**src/kli_pkg.sv**
```systemverilog
// package: register map, widths and reset values of the keypad level unit
package kli_pkg;
  localparam int KLI_LINES = 8;
  localparam int KLI_AW = 8;
  localparam int KLI_DW = 8;
  localparam logic [7:0] KLI_OFS_LEVEL_SELECT = 8'h9C;
  localparam logic [7:0] KLI_OFS_LINE_ENABLE = 8'h9D;
  localparam logic [7:0] KLI_OFS_LINE_FLAGS = 8'h9E;
  localparam logic [7:0] KLI_RST_BYTE = 8'h00;
  localparam logic [7:0] KLI_READ_ZERO = 8'h00;
  localparam logic [KLI_LINES-1:0] KLI_LINE_IDLE = 8'hFF;
endpackage

```
**src/kli_keypad.sv**
```systemverilog
// module: eight-line keypad level-detect interrupt unit
// Operation
// - line at selected level sets its flag
// - flag requests interrupt only when enabled
// - flags read-only, read clears all eight except lines still at their selected level
// - all three registers reset to zero
// - disabled line takes no part in interrupts
// - enabled line flag may request interrupt
// - select zero detects low level
// - select one detects high level
// - one shared request, gated by global enable
// - detected level on an enabled line raises wake-up request
module kli_keypad (
  // clock and reset
  input wire logic mclk,
  input wire logic nrst,
  // special function register access
  input wire logic [kli_pkg::KLI_AW-1:0] sfr_addr,
  input wire logic sfr_wr,
  input wire logic sfr_rd,
  input wire logic [kli_pkg::KLI_DW-1:0] sfr_wdata,
  output logic [kli_pkg::KLI_DW-1:0] sfr_rdata,
  // core interrupt side
  input wire logic keypad_global_irq_enable,
  output logic keypad_irq,
  output logic keypad_wake,
  // keyboard matrix lines
  input wire logic [kli_pkg::KLI_LINES-1:0] port_one
);
  import kli_pkg::*;

  // ==========================================================
  // register state
  // ==========================================================
  typedef struct packed {
    logic [KLI_LINES-1:0] sync1;
    logic [KLI_LINES-1:0] sync2;
    logic [KLI_DW-1:0] level_select;
    logic [KLI_DW-1:0] line_enable;
    logic [KLI_DW-1:0] line_flags;
    logic [KLI_DW-1:0] rdata;
    logic irq;
    logic wake;
  } kli_state_t;

  // lines idle high on their pull-ups; a zero here would read
  // as a held key and flag every line straight out of reset
  localparam kli_state_t KLI_ST_RESET = '{
    sync1: KLI_LINE_IDLE,
    sync2: KLI_LINE_IDLE,
    default: '0
  };

  kli_state_t st_reg;
  kli_state_t st_next;
  logic [KLI_LINES-1:0] hit;
  logic [KLI_LINES-1:0] flags_set;

  function automatic logic addr_is(input logic [KLI_AW-1:0] a,
                                   input logic [KLI_AW-1:0] ofs);
    addr_is = (a == ofs);
  endfunction

  // ==========================================================
  // level compare per line
  // ==========================================================
  genvar gi;
  generate
    for (gi = 0; gi < KLI_LINES; gi++) begin : g_line
      assign hit[gi] = (st_reg.sync2[gi] == st_reg.level_select[gi]);
    end
  endgenerate

  // ==========================================================
  // next state
  // ==========================================================
  always_comb begin
    st_next = st_reg;
    st_next.sync1 = port_one;
    st_next.sync2 = st_reg.sync1;
    if (sfr_wr && addr_is(sfr_addr, KLI_OFS_LEVEL_SELECT)) begin
      st_next.level_select = sfr_wdata;
    end
    if (sfr_wr && addr_is(sfr_addr, KLI_OFS_LINE_ENABLE)) begin
      st_next.line_enable = sfr_wdata;
    end
    // held key re-flags at once
    // a clearing read never loses a level seen in the same cycle
    if (sfr_rd && addr_is(sfr_addr, KLI_OFS_LINE_FLAGS)) begin
      st_next.line_flags = hit;
    end else begin
      st_next.line_flags = st_reg.line_flags | hit;
    end
    // read data stands one cycle, zero otherwise and when unmapped
    st_next.rdata = KLI_READ_ZERO;
    if (sfr_rd) begin
      if (addr_is(sfr_addr, KLI_OFS_LEVEL_SELECT)) begin
        st_next.rdata = st_reg.level_select;
      end else if (addr_is(sfr_addr, KLI_OFS_LINE_ENABLE)) begin
        st_next.rdata = st_reg.line_enable;
      end else if (addr_is(sfr_addr, KLI_OFS_LINE_FLAGS)) begin
        st_next.rdata = st_reg.line_flags;
      end
    end
    st_next.irq = keypad_global_irq_enable
                  && |(st_reg.line_flags & st_reg.line_enable);
    // wake on any enabled flag, ungated by global enable
    st_next.wake = |(st_reg.line_flags & st_reg.line_enable);
  end

  // ==========================================================
  // register update
  // ==========================================================
  // reset clears the registers, synchronisers load idle high
  always_ff @(posedge mclk or negedge nrst) begin
    if (!nrst) begin
      st_reg <= KLI_ST_RESET;
    end else begin
      st_reg <= st_next;
    end
  end

  // ==========================================================
  // outputs, all straight from the state flops
  // ==========================================================
  assign flags_set = st_reg.line_flags;
  assign sfr_rdata = st_reg.rdata;
  assign keypad_irq = st_reg.irq;
  assign keypad_wake = st_reg.wake;

  // ==========================================================
  // checks
  // ==========================================================
  // matched line flags
  AST_FLAG_SET: assert property (
    @(posedge mclk) disable iff (!nrst)
    (hit != '0) |=> ((flags_set & $past(hit)) == $past(hit)))
    else $error("matched line did not set its flag");

  AST_NO_SPUR: assert property (
    @(posedge mclk) disable iff (!nrst)
    (flags_set & ~$past(flags_set) & ~$past(hit)) == '0)
    else $error("flag set on an unmatched line");

  AST_READ_CLR: assert property (
    @(posedge mclk) disable iff (!nrst)
    (sfr_rd && sfr_addr == KLI_OFS_LINE_FLAGS)
    |=> flags_set == $past(hit))
    else $error("flag read did not clear flags");

  AST_WR_NOFX: assert property (
    @(posedge mclk) disable iff (!nrst)
    (sfr_wr && !sfr_rd && hit == '0) |=> $stable(flags_set))
    else $error("write changed flags");

  AST_FLAG_HOLD: assert property (
    @(posedge mclk) disable iff (!nrst)
    !(sfr_rd && sfr_addr == KLI_OFS_LINE_FLAGS)
    |=> ((flags_set & $past(flags_set)) == $past(flags_set)))
    else $error("flag dropped without a read");

  AST_RD_FLAGS: assert property (
    @(posedge mclk) disable iff (!nrst)
    (sfr_rd && sfr_addr == KLI_OFS_LINE_FLAGS)
    |=> sfr_rdata == $past(flags_set))
    else $error("flag read returned wrong value");

  AST_RD_IDLE: assert property (
    @(posedge mclk) disable iff (!nrst)
    !sfr_rd |=> sfr_rdata == KLI_READ_ZERO)
    else $error("read data not zero without a read");

  AST_RST_ZERO: assert property (
    @(posedge mclk)
    $rose(nrst) |-> (flags_set == KLI_RST_BYTE
      && st_reg.line_enable == KLI_RST_BYTE
      && st_reg.level_select == KLI_RST_BYTE))
    else $error("register not zero after reset");

  AST_MASKED: assert property (
    @(posedge mclk) disable iff (!nrst)
    ((flags_set & st_reg.line_enable) == '0) |=> !keypad_irq)
    else $error("masked flag raised request");

  AST_WAKE_MASK: assert property (
    @(posedge mclk) disable iff (!nrst)
    ((flags_set & st_reg.line_enable) == '0) |=> !keypad_wake)
    else $error("masked flag raised wake");

  AST_RAISE: assert property (
    @(posedge mclk) disable iff (!nrst)
    (keypad_global_irq_enable && (flags_set & st_reg.line_enable) != '0)
    |=> keypad_irq)
    else $error("enabled flag gave no request");

  AST_EN_WRITE: assert property (
    @(posedge mclk) disable iff (!nrst)
    (sfr_wr && sfr_addr == KLI_OFS_LINE_ENABLE)
    |=> st_reg.line_enable == $past(sfr_wdata))
    else $error("enable write lost");

  AST_LOW_SEL: assert property (
    @(posedge mclk) disable iff (!nrst)
    ((~st_reg.level_select & ~st_reg.sync2) != '0) |=>
    ((flags_set & $past(~st_reg.level_select & ~st_reg.sync2))
      == $past(~st_reg.level_select & ~st_reg.sync2)))
    else $error("low level not detected");

  AST_LS_WRITE: assert property (
    @(posedge mclk) disable iff (!nrst)
    (sfr_wr && sfr_addr == KLI_OFS_LEVEL_SELECT)
    |=> st_reg.level_select == $past(sfr_wdata))
    else $error("level select write lost");

  AST_HIGH_SEL: assert property (
    @(posedge mclk) disable iff (!nrst)
    ((st_reg.level_select & st_reg.sync2) != '0) |=>
    ((flags_set & $past(st_reg.level_select & st_reg.sync2))
      == $past(st_reg.level_select & st_reg.sync2)))
    else $error("high level not detected");

  AST_GLOBAL: assert property (
    @(posedge mclk) disable iff (!nrst)
    !keypad_global_irq_enable |=> !keypad_irq)
    else $error("request passed global gate");

  AST_WAKE: assert property (
    @(posedge mclk) disable iff (!nrst)
    ((flags_set & st_reg.line_enable) != '0) |=> keypad_wake)
    else $error("no wake on enabled flag");

  AST_REARM: assert property (
    @(posedge mclk) disable iff (!nrst)
    (sfr_rd && sfr_addr == KLI_OFS_LINE_FLAGS && hit != '0)
    |=> flags_set != '0)
    else $error("held key lost its flag on read");

  AST_SYNC: assert property (
    @(posedge mclk) disable iff (!nrst)
    ##2 st_reg.sync2 == $past(port_one, 2))
    else $error("sync depth wrong");
endmodule

```
**config.mk**
```make
export PLATFORM = sky130hd
export DESIGN_NAME = kli_keypad
export DESIGN_NICKNAME = d
export VERILOG_FILES = /design/src/kli_pkg.sv /design/src/kli_keypad.sv
export SDC_FILE = /design/constraint.sdc
export NUM_CORES = 1
export LEC_CHECK = 0
export BUFFER_PORTS_ARGS = -buffer_cell sky130_fd_sc_hd__buf_2
export CORE_MARGIN = 2
export CORE_UTILIZATION = 45
export DETAILED_ROUTE_END_ITERATION = 16
export PLACE_DENSITY = 0.68
export RECOVER_POWER = 100
export SETUP_SLACK_MARGIN = 0.1
export SLEW_MARGIN = 20
export SYNTH_ARGS = -nofsm -noshare
export SYNTH_HDL_FRONTEND = slang
export SYNTH_SLANG_ARGS = --single-unit
```
**constraint.sdc**
```tcl
create_clock -name mclk -period 2.9 [get_ports mclk]
set_input_delay 0.145 -clock mclk [delete_from_list [all_inputs] [get_ports mclk]]
set_output_delay 0.145 -clock mclk [all_outputs]
set_load 0.01 [all_outputs]
```
==> results of run 1 <==
[final cells by class]
class / count / area, µm²
clock buffers: 7 / 86.33
repair buffers: 47 / 266.5
well taps: 52 / 65.06
multi-input cells: 79 / 628.1
fillers: 377 / 1972
clock inverters: 1 / 5.005
flip-flops and latches: 50 / 1271
[cells by family after synthesis]
logic type,Yosys count
AO/OA/AOI/OAI,20
XOR/XNOR,8
AND/OR/NAND/NOR,35
flip-flops,50
buffers and inverters,12
multiplexers,16
[per-layer routing]
metal,vias to the layer above,GRT usage,wire (µm)
met2,33,0.2453,1734
li1,572,-,-
met1,612,0.2164,1581
met4,0,0.06410,67
met3,7,0.05628,216
met5,-,0,0
[Yosys cell counts, types with 2 or more instances]
master | n | area [µm²]
nor2_1 | 8 | 30.03
nand3_2 | 2 | 20.02
and4bb_2 | 2 | 25.02
mux2_2 | 14 | 157.7
a2111oi_0 | 8 | 70.07
nand2b_1 | 8 | 50.05
buf_4 | 8 | 60.06
mux2_1 | 2 | 22.52
dfrtp_1 | 34 | 850.8
buf_2 | 2 | 10.01
nor2b_1 | 8 | 50.05
a22oi_1 | 4 | 30.03
dfstp_2 | 16 | 420.4
a21o_1 | 8 | 60.06
xnor2_1 | 8 | 70.07
[critical path: cells and delay by family]
kind / cells / cell delay, ns
multiplexers: 1 / 0.40
buffers and inverters: 1 / 0.46
AND/OR/NAND/NOR: 2 / 0.69
[repair_timing]
action / CTS / global route
gates resized for setup: 0 / 0
hold buffers: 8 / 1
endpoints found under the hold margin: 8 / 34
[power groups by stage]
stage / logic, µW / clock network [µW] / registers, µW
3_5_place_dp: 89.2 / 0 / 763
5_1_grt: 107 / 450 / 754
4_1_cts: 97.9 / 424 / 750
6_report: 94.8 / 411 / 750
2_1_floorplan: 40.5 / 0 / 762
3_3_place_gp: 85.9 / 0 / 761
[per-stage QoR]
step / total power, µW / hold slack, ns / std cells
final: 1255 / 0.04539 / 236
after global routing: 1311 / 0.04612 / 236
after CTS: 1272 / 0.03650 / 235
after detailed placement: 852.5 / 0.2513 / 219
after global placement: 847.3 / 0.2498 / 219
after floorplan: 802.3 / -0.1506 / 141
[how the worst max path moves through the flow]
stage / depth (start not counted) / startpoint / slack, ns / end
4_1_cts: 2 / st_reg[18]$_DFFE_PN0P_ / 1.74 / sfr_rdata[0]$_DFF_PN0_
3_3_place_gp: 4 / sfr_addr[6] / 1.51 / sfr_rdata[3]$_DFF_PN0_
5_1_grt: 4 / sfr_addr[1] / 1.27 / st_reg[30]$_DFFE_PN0P_
6_report: 4 / sfr_addr[1] / 1.38 / st_reg[30]$_DFFE_PN0P_
2_1_floorplan: 4 / sfr_addr[1] / 1.75 / st_reg[23]$_DFFE_PN0P_
3_5_place_dp: 4 / sfr_addr[6] / 1.43 / sfr_rdata[0]$_DFF_PN0_
==> flow_summary_export.csv, run 1 <==
group,metric,value,unit
pwr,p_sw,279.0,µW
yosys,synth_mux_area_frac,0.09068,
yosys,ys_types,24,
grt,grt_max_degree,51,
floorplan,die_h,70.45,µm
yosys,yosys.area_share.simple,0.1146,
critical_path,crit_fanout,20,
grt,first_global_vias,1240,
timing,drv_slew,0,
timing,fin_crit_sh,0.5224,
pwr,switching_share,0.2222,
pwr,clkPwrFrac,0.327,
critical_path,critPathMaxStageDelay,0.46,ns
routing,drtAntennaViolNets,0,
timing,tightest_slew,1.184,ns
floorplan,ios,39,
timing,max_freq,0.6600,GHz
critical_path,crit_required,3.09,ns
place,pre_cts_ws,1.434,ns
yosys,synth_adder_area_share,0,
critical_path,reg2reg_from,"st_reg[18]$_DFFE_PN0P_",
critical_path,r2r_setup_slack,1.76,ns
pwr,power_frac_comb,0.076,
timing,hold_violations,0,
pwr,share_seq_of_total_power,0.597,
routing,drt-total-wl,3599,µm
place,gp_congestion,0.7935,
finish,layout_common_cells,"dfrtp_1 (34), buf_2 (26), dfstp_2 (16)",
yosys,synth_xor_area_frac,0.03526,
grt,grt_pass1_wl,6078,µm
finish,area_delta_synth_final,16.88,%
place,io_buffers,38,
timing,slew_headroom,0.2103,
finish,largest_reg_flops,24,
status,status,"complete, no violations",
place,dpl_cell_area,2165,µm²
finish,fin_util,0.5408,
routing,drc,0,
yosys,avgSynthCellArea,14.09,µm²
floorplan,core_area,4294,µm²
critical_path,cp_cell_sequence,"clkbuf_1 -> and4bb_2 -> nand3_1 -> mux2_2",
grt,track_usage,0.1629,
routing,via_per_inst,5.186,
min_path,min_path_type,"input port to register",
critical_path,critPathArrivalTime,1.70,ns
yosys,synth_area,1987,µm²
flow_run,maxCapViolations,0,
yosys,synth_edf_count,0,
routing,vias,1224,
cts,cts.reportedPaths.clkPinSlew,0.09,ns
cts,clock_sinks,50,
floorplan,fp.dieW,70.45,µm
timing,finalCriticalPeriod,1.515,ns
pwr,leakage,0.001013,µW
finish,layout-drive-gt1-share,0.3587,
routing,drt_iter0_markers,158,
yosys,ys_ff_latch,50,
yosys,synth_compound_area_frac,0.08060,
finish,layout.nets,212,
cts,clockBufferDepth,2,
critical_path,crit_path_start_kind,"input port",
yosys,async_flop_share,1.000,
timing,tns,0,ns
floorplan,row_count,24,
cts,cts_buffers,5,
floorplan,start_util,0.4627,
cts,cts_setup_buffers,0,
min_path,holdPathEnd,"keypad_irq$_DFF_PN0_",
floorplan,dieArea,4963,µm²
finish,diodes,0,
min_path,min_from,"keypad_global_irq_enable",
yosys,yosysSeqAreaShare,0.6398,
grt,antenna_found_initial,0,
pwr,p_int,976.4,µW
yosys,yosys_warnings,0,
critical_path,rr_endpoint,"sfr_rdata[0]$_DFF_PN0_",
yosys,synth_top_family_by_area,"simple AND/OR/NAND/NOR gates",
pwr,powerDensity,540.6,nW/µm²
routing,dr.pass1.iters,4,
cts,h-tree-depth,2,
timing,finalSetupViolations,0,
critical_path,endpoint_kind,"register",
pwr,peakVddDrop,0.0002268,V
place,hpwl,2401,µm
timing,fin_skew,0.007565,ns
cts,cts_tree,"built",
critical_path,slowest_stage,"clkbuf_1",
critical_path,criticalPathCategory,"input port to register",
cts,cts_root_buf,"clkbuf_8",
cts,clock_latency,0.30,ns
min_path,worstHoldPathCells,2,
grt,overflow,0,
finish,final_common_cell,"dfrtp_1",
critical_path,reg2regPathDepth,2,
yosys,synth_cells,141,
routing,wire_per_inst,15.25,µm
yosys,synth_ff_type,"dfrtp_1",
timing,layout_setup_ws,1.385,ns
finish,stdcell_area,2322,µm²
timing,grt_setup_unrepaired,"no",
yosys,synth_nets,170,
Note: power is estimated with default switching activity, not from simulation.
==> run 2: changes to the inputs <==
==> constraint.sdc (replaced) <==
create_clock -name mclk -period 1.4 [get_ports mclk]
set_input_delay 0.07 -clock mclk [delete_from_list [all_inputs] [get_ports mclk]]
set_output_delay 0.07 -clock mclk [all_outputs]
set_load 0.01 [all_outputs]
==> run 2 against run 1 <==
  * Via count is 3.8% higher
  * Final area rose by 2.5%
  * Flip-flop and latch count did not move
  * Clock power up 92%
  * Final cell count increased by 3.4%
  * Critical endpoint is now st_reg[33]$_DFFE_PN0P_
  * Largest power group unchanged
  * Highest routed layer unchanged
==> flow_summary_export.csv, run 2 (synthesis results as in run 1) <==
group,metric,value,unit
status,status,"complete, no violations",
critical_path,critPathArrivalTime,1.35,ns
grt,grt-busiest-layer,"met2",
cts,cts.reportedPaths.clkPinSlew,0.08,ns
routing,dr.pass1.iters,4,
critical_path,cp_cell_sequence,"clkbuf_2 -> and4bb_2 -> nand3_1 -> mux2_2",
grt,first_global_vias,1379,
cts,clockBufferDepth,2,
grt,met2_usage,0.2925,
finish,layout_common_cells,"dfrtp_1 (34), buf_2 (27), dfstp_2 (16)",
finish,layout.nets,220,
critical_path,r2r_setup_slack,0.29,ns
grt,track_usage,0.1658,
pwr,p_int,1990,µW
critical_path,endpoint_kind,"register",
pwr,switching_share,0.2209,
floorplan,start_util,0.4627,
finish,layout-drive-gt1-share,0.3594,
critical_path,criticalPathCategory,"input port to register",
routing,drt_iter0_markers,42,
finish,diodes,0,
cts,cts_buffers,5,
place,gp_congestion,0.8322,
critical_path,critPathMaxStageDelay,0.42,ns
cts,h-tree-depth,2,
floorplan,ios,39,
critical_path,crit_fanout,12,
routing,vias,1270,
pwr,p_sw,564.0,µW
timing,finalCriticalPeriod,1.167,ns
timing,drv_slew,0,
grt,overflow,0,
timing,tns,0,ns
place,io_buffers,38,
floorplan,die_h,70.45,µm
timing,grt_setup_unrepaired,"no",
flow_run,maxCapViolations,0,
grt,use_met1,0.1902,
timing,tightest_slew,0.6603,ns
finish,fill_cells,377,
floorplan,dieArea,4963,µm²
timing,max_freq,0.8568,GHz
grt,grt_max_degree,51,
grt,grtUsageMet3,0.04906,
critical_path,slowest_stage,"mux2_2",
pwr,share_seq_of_total_power,0.608,
cts,cts_root_buf,"clkbuf_8",
finish,area_delta_synth_final,19.77,%
timing,fin_skew,0.01039,ns
cts,cts_tree,"built",
cts,clock_sinks,50,
timing,hold_violations,0,
floorplan,fp.dieW,70.45,µm
routing,via_per_inst,5.205,
finish,stdcell_area,2380,µm²
routing,drt-total-wl,3767,µm
pwr,leakage,0.001043,µW
grt,grt_pass1_wl,6292,µm
routing,wire_per_inst,15.44,µm
timing,finalSetupViolations,0,
routing,drtAntennaViolNets,0,
timing,fin_crit_sh,0.8337,
pwr,powerDensity,1073,nW/µm²
place,dpl_cell_area,2215,µm²
cts,clock_latency,0.30,ns
place,hpwl,2578,µm
floorplan,core_area,4294,µm²
routing,drc,0,
floorplan,row_count,24,
pwr,peakVddDrop,0.0005804,V
finish,largest_reg_flops,24,
timing,slew_headroom,0.5598,
critical_path,crit_path_start_kind,"input port",
pwr,clkPwrFrac,0.309,
min_path,min_path_type,"input port to register",
finish,final_common_cell,"dfrtp_1",
critical_path,crit_required,1.58,ns
pwr,power_frac_comb,0.082,
grt,antenna_found_initial,0,
==> run 2: cell count changes in the layout (fill, tap and decap cells not counted), sizes merged <==
cell	delta
buf	+5
dlygate4sd3	+3
clkbuf	+1
clkinv	-1
==> run 2: power groups by stage <==
| stage | sequential [µW] | clock (µW) | combinational [µW] |
|---|---|---|---|
| 6_report | 1550 | 790 | 210 |
| 5_1_grt | 1560 | 868 | 236 |
| 3_3_place_gp | 1580 | 0 | 189 |
| 2_1_floorplan | 1580 | 0 | 83.8 |
| 4_1_cts | 1550 | 815 | 225 |
| 3_5_place_dp | 1580 | 0 | 199 |
==> run 2: timing repair <==
action	CTS	global route
gates resized for setup	0	0
setup endpoints to repair	0	0
hold endpoints to repair	45	0
hold buffers	12	0
buffers inserted	0	0
==> run 2: stage by stage <==
step | worst slack [ns] | std cells | util | power, µW | hold WS (ns)
finish | 0.2328 | 244 | 0.5542 | 2554 | 0.01988
global route | 0.1671 | 244 | 0.5542 | 2665 | 0.01197
CTS | 0.2867 | 244 | 0.5624 | 2594 | 0.01491
detailed placement | 0.06470 | 224 | 0.5157 | 1779 | 0.08216
global placement | 0.06362 | 224 | 0.5157 | 1766 | 0.07104
floorplan | 0.3282 | 141 | - | 1662 | -0.2256
==> run 2: path summary, 6_finish.rpt <==
path	from	end	depth (start not counted)
setup / recovery	sfr_addr[0]	st_reg[33]$_DFFE_PN0P_	4
hold / removal	sfr_wdata[1]	st_reg[27]$_DFFE_PN0P_	2
setup reg to reg	st_reg[21]$_DFFE_PN0P_	keypad_irq$_DFF_PN0_	3
hold reg to reg	st_next[36]$_DFF_PN1_	st_reg[36]$_DFF_PN1_	0
max in group asynchronous	nrst	flags_set[3]$_DFF_PN0_	3
min in group asynchronous	nrst	st_reg[24]$_DFFE_PN0P_	3
==> run 2: routing by layer <==
metal,share of wire,up-vias
li1,-,587
met1,0.42,647
met2,0.51,32
met3,0.051,4
met4,0.015,0
met5,0,-
==> run 2: final cells by class <==
type / count / area (µm²) / share of cell area
timing repair buffer: 55 / 335.3 / 0.1409
clock buffer: 8 / 80.08 / 0.03365
multi-input combinational: 79 / 628.1 / 0.2639
tap: 52 / 65.06 / 0.02734
sequential: 50 / 1271 / 0.5342
==> run 2: critical path: cells and delay by family <==
family,cells,cell delay (ns)
simple gates,2,0.69
buf+inv,1,0.17
mux,1,0.42
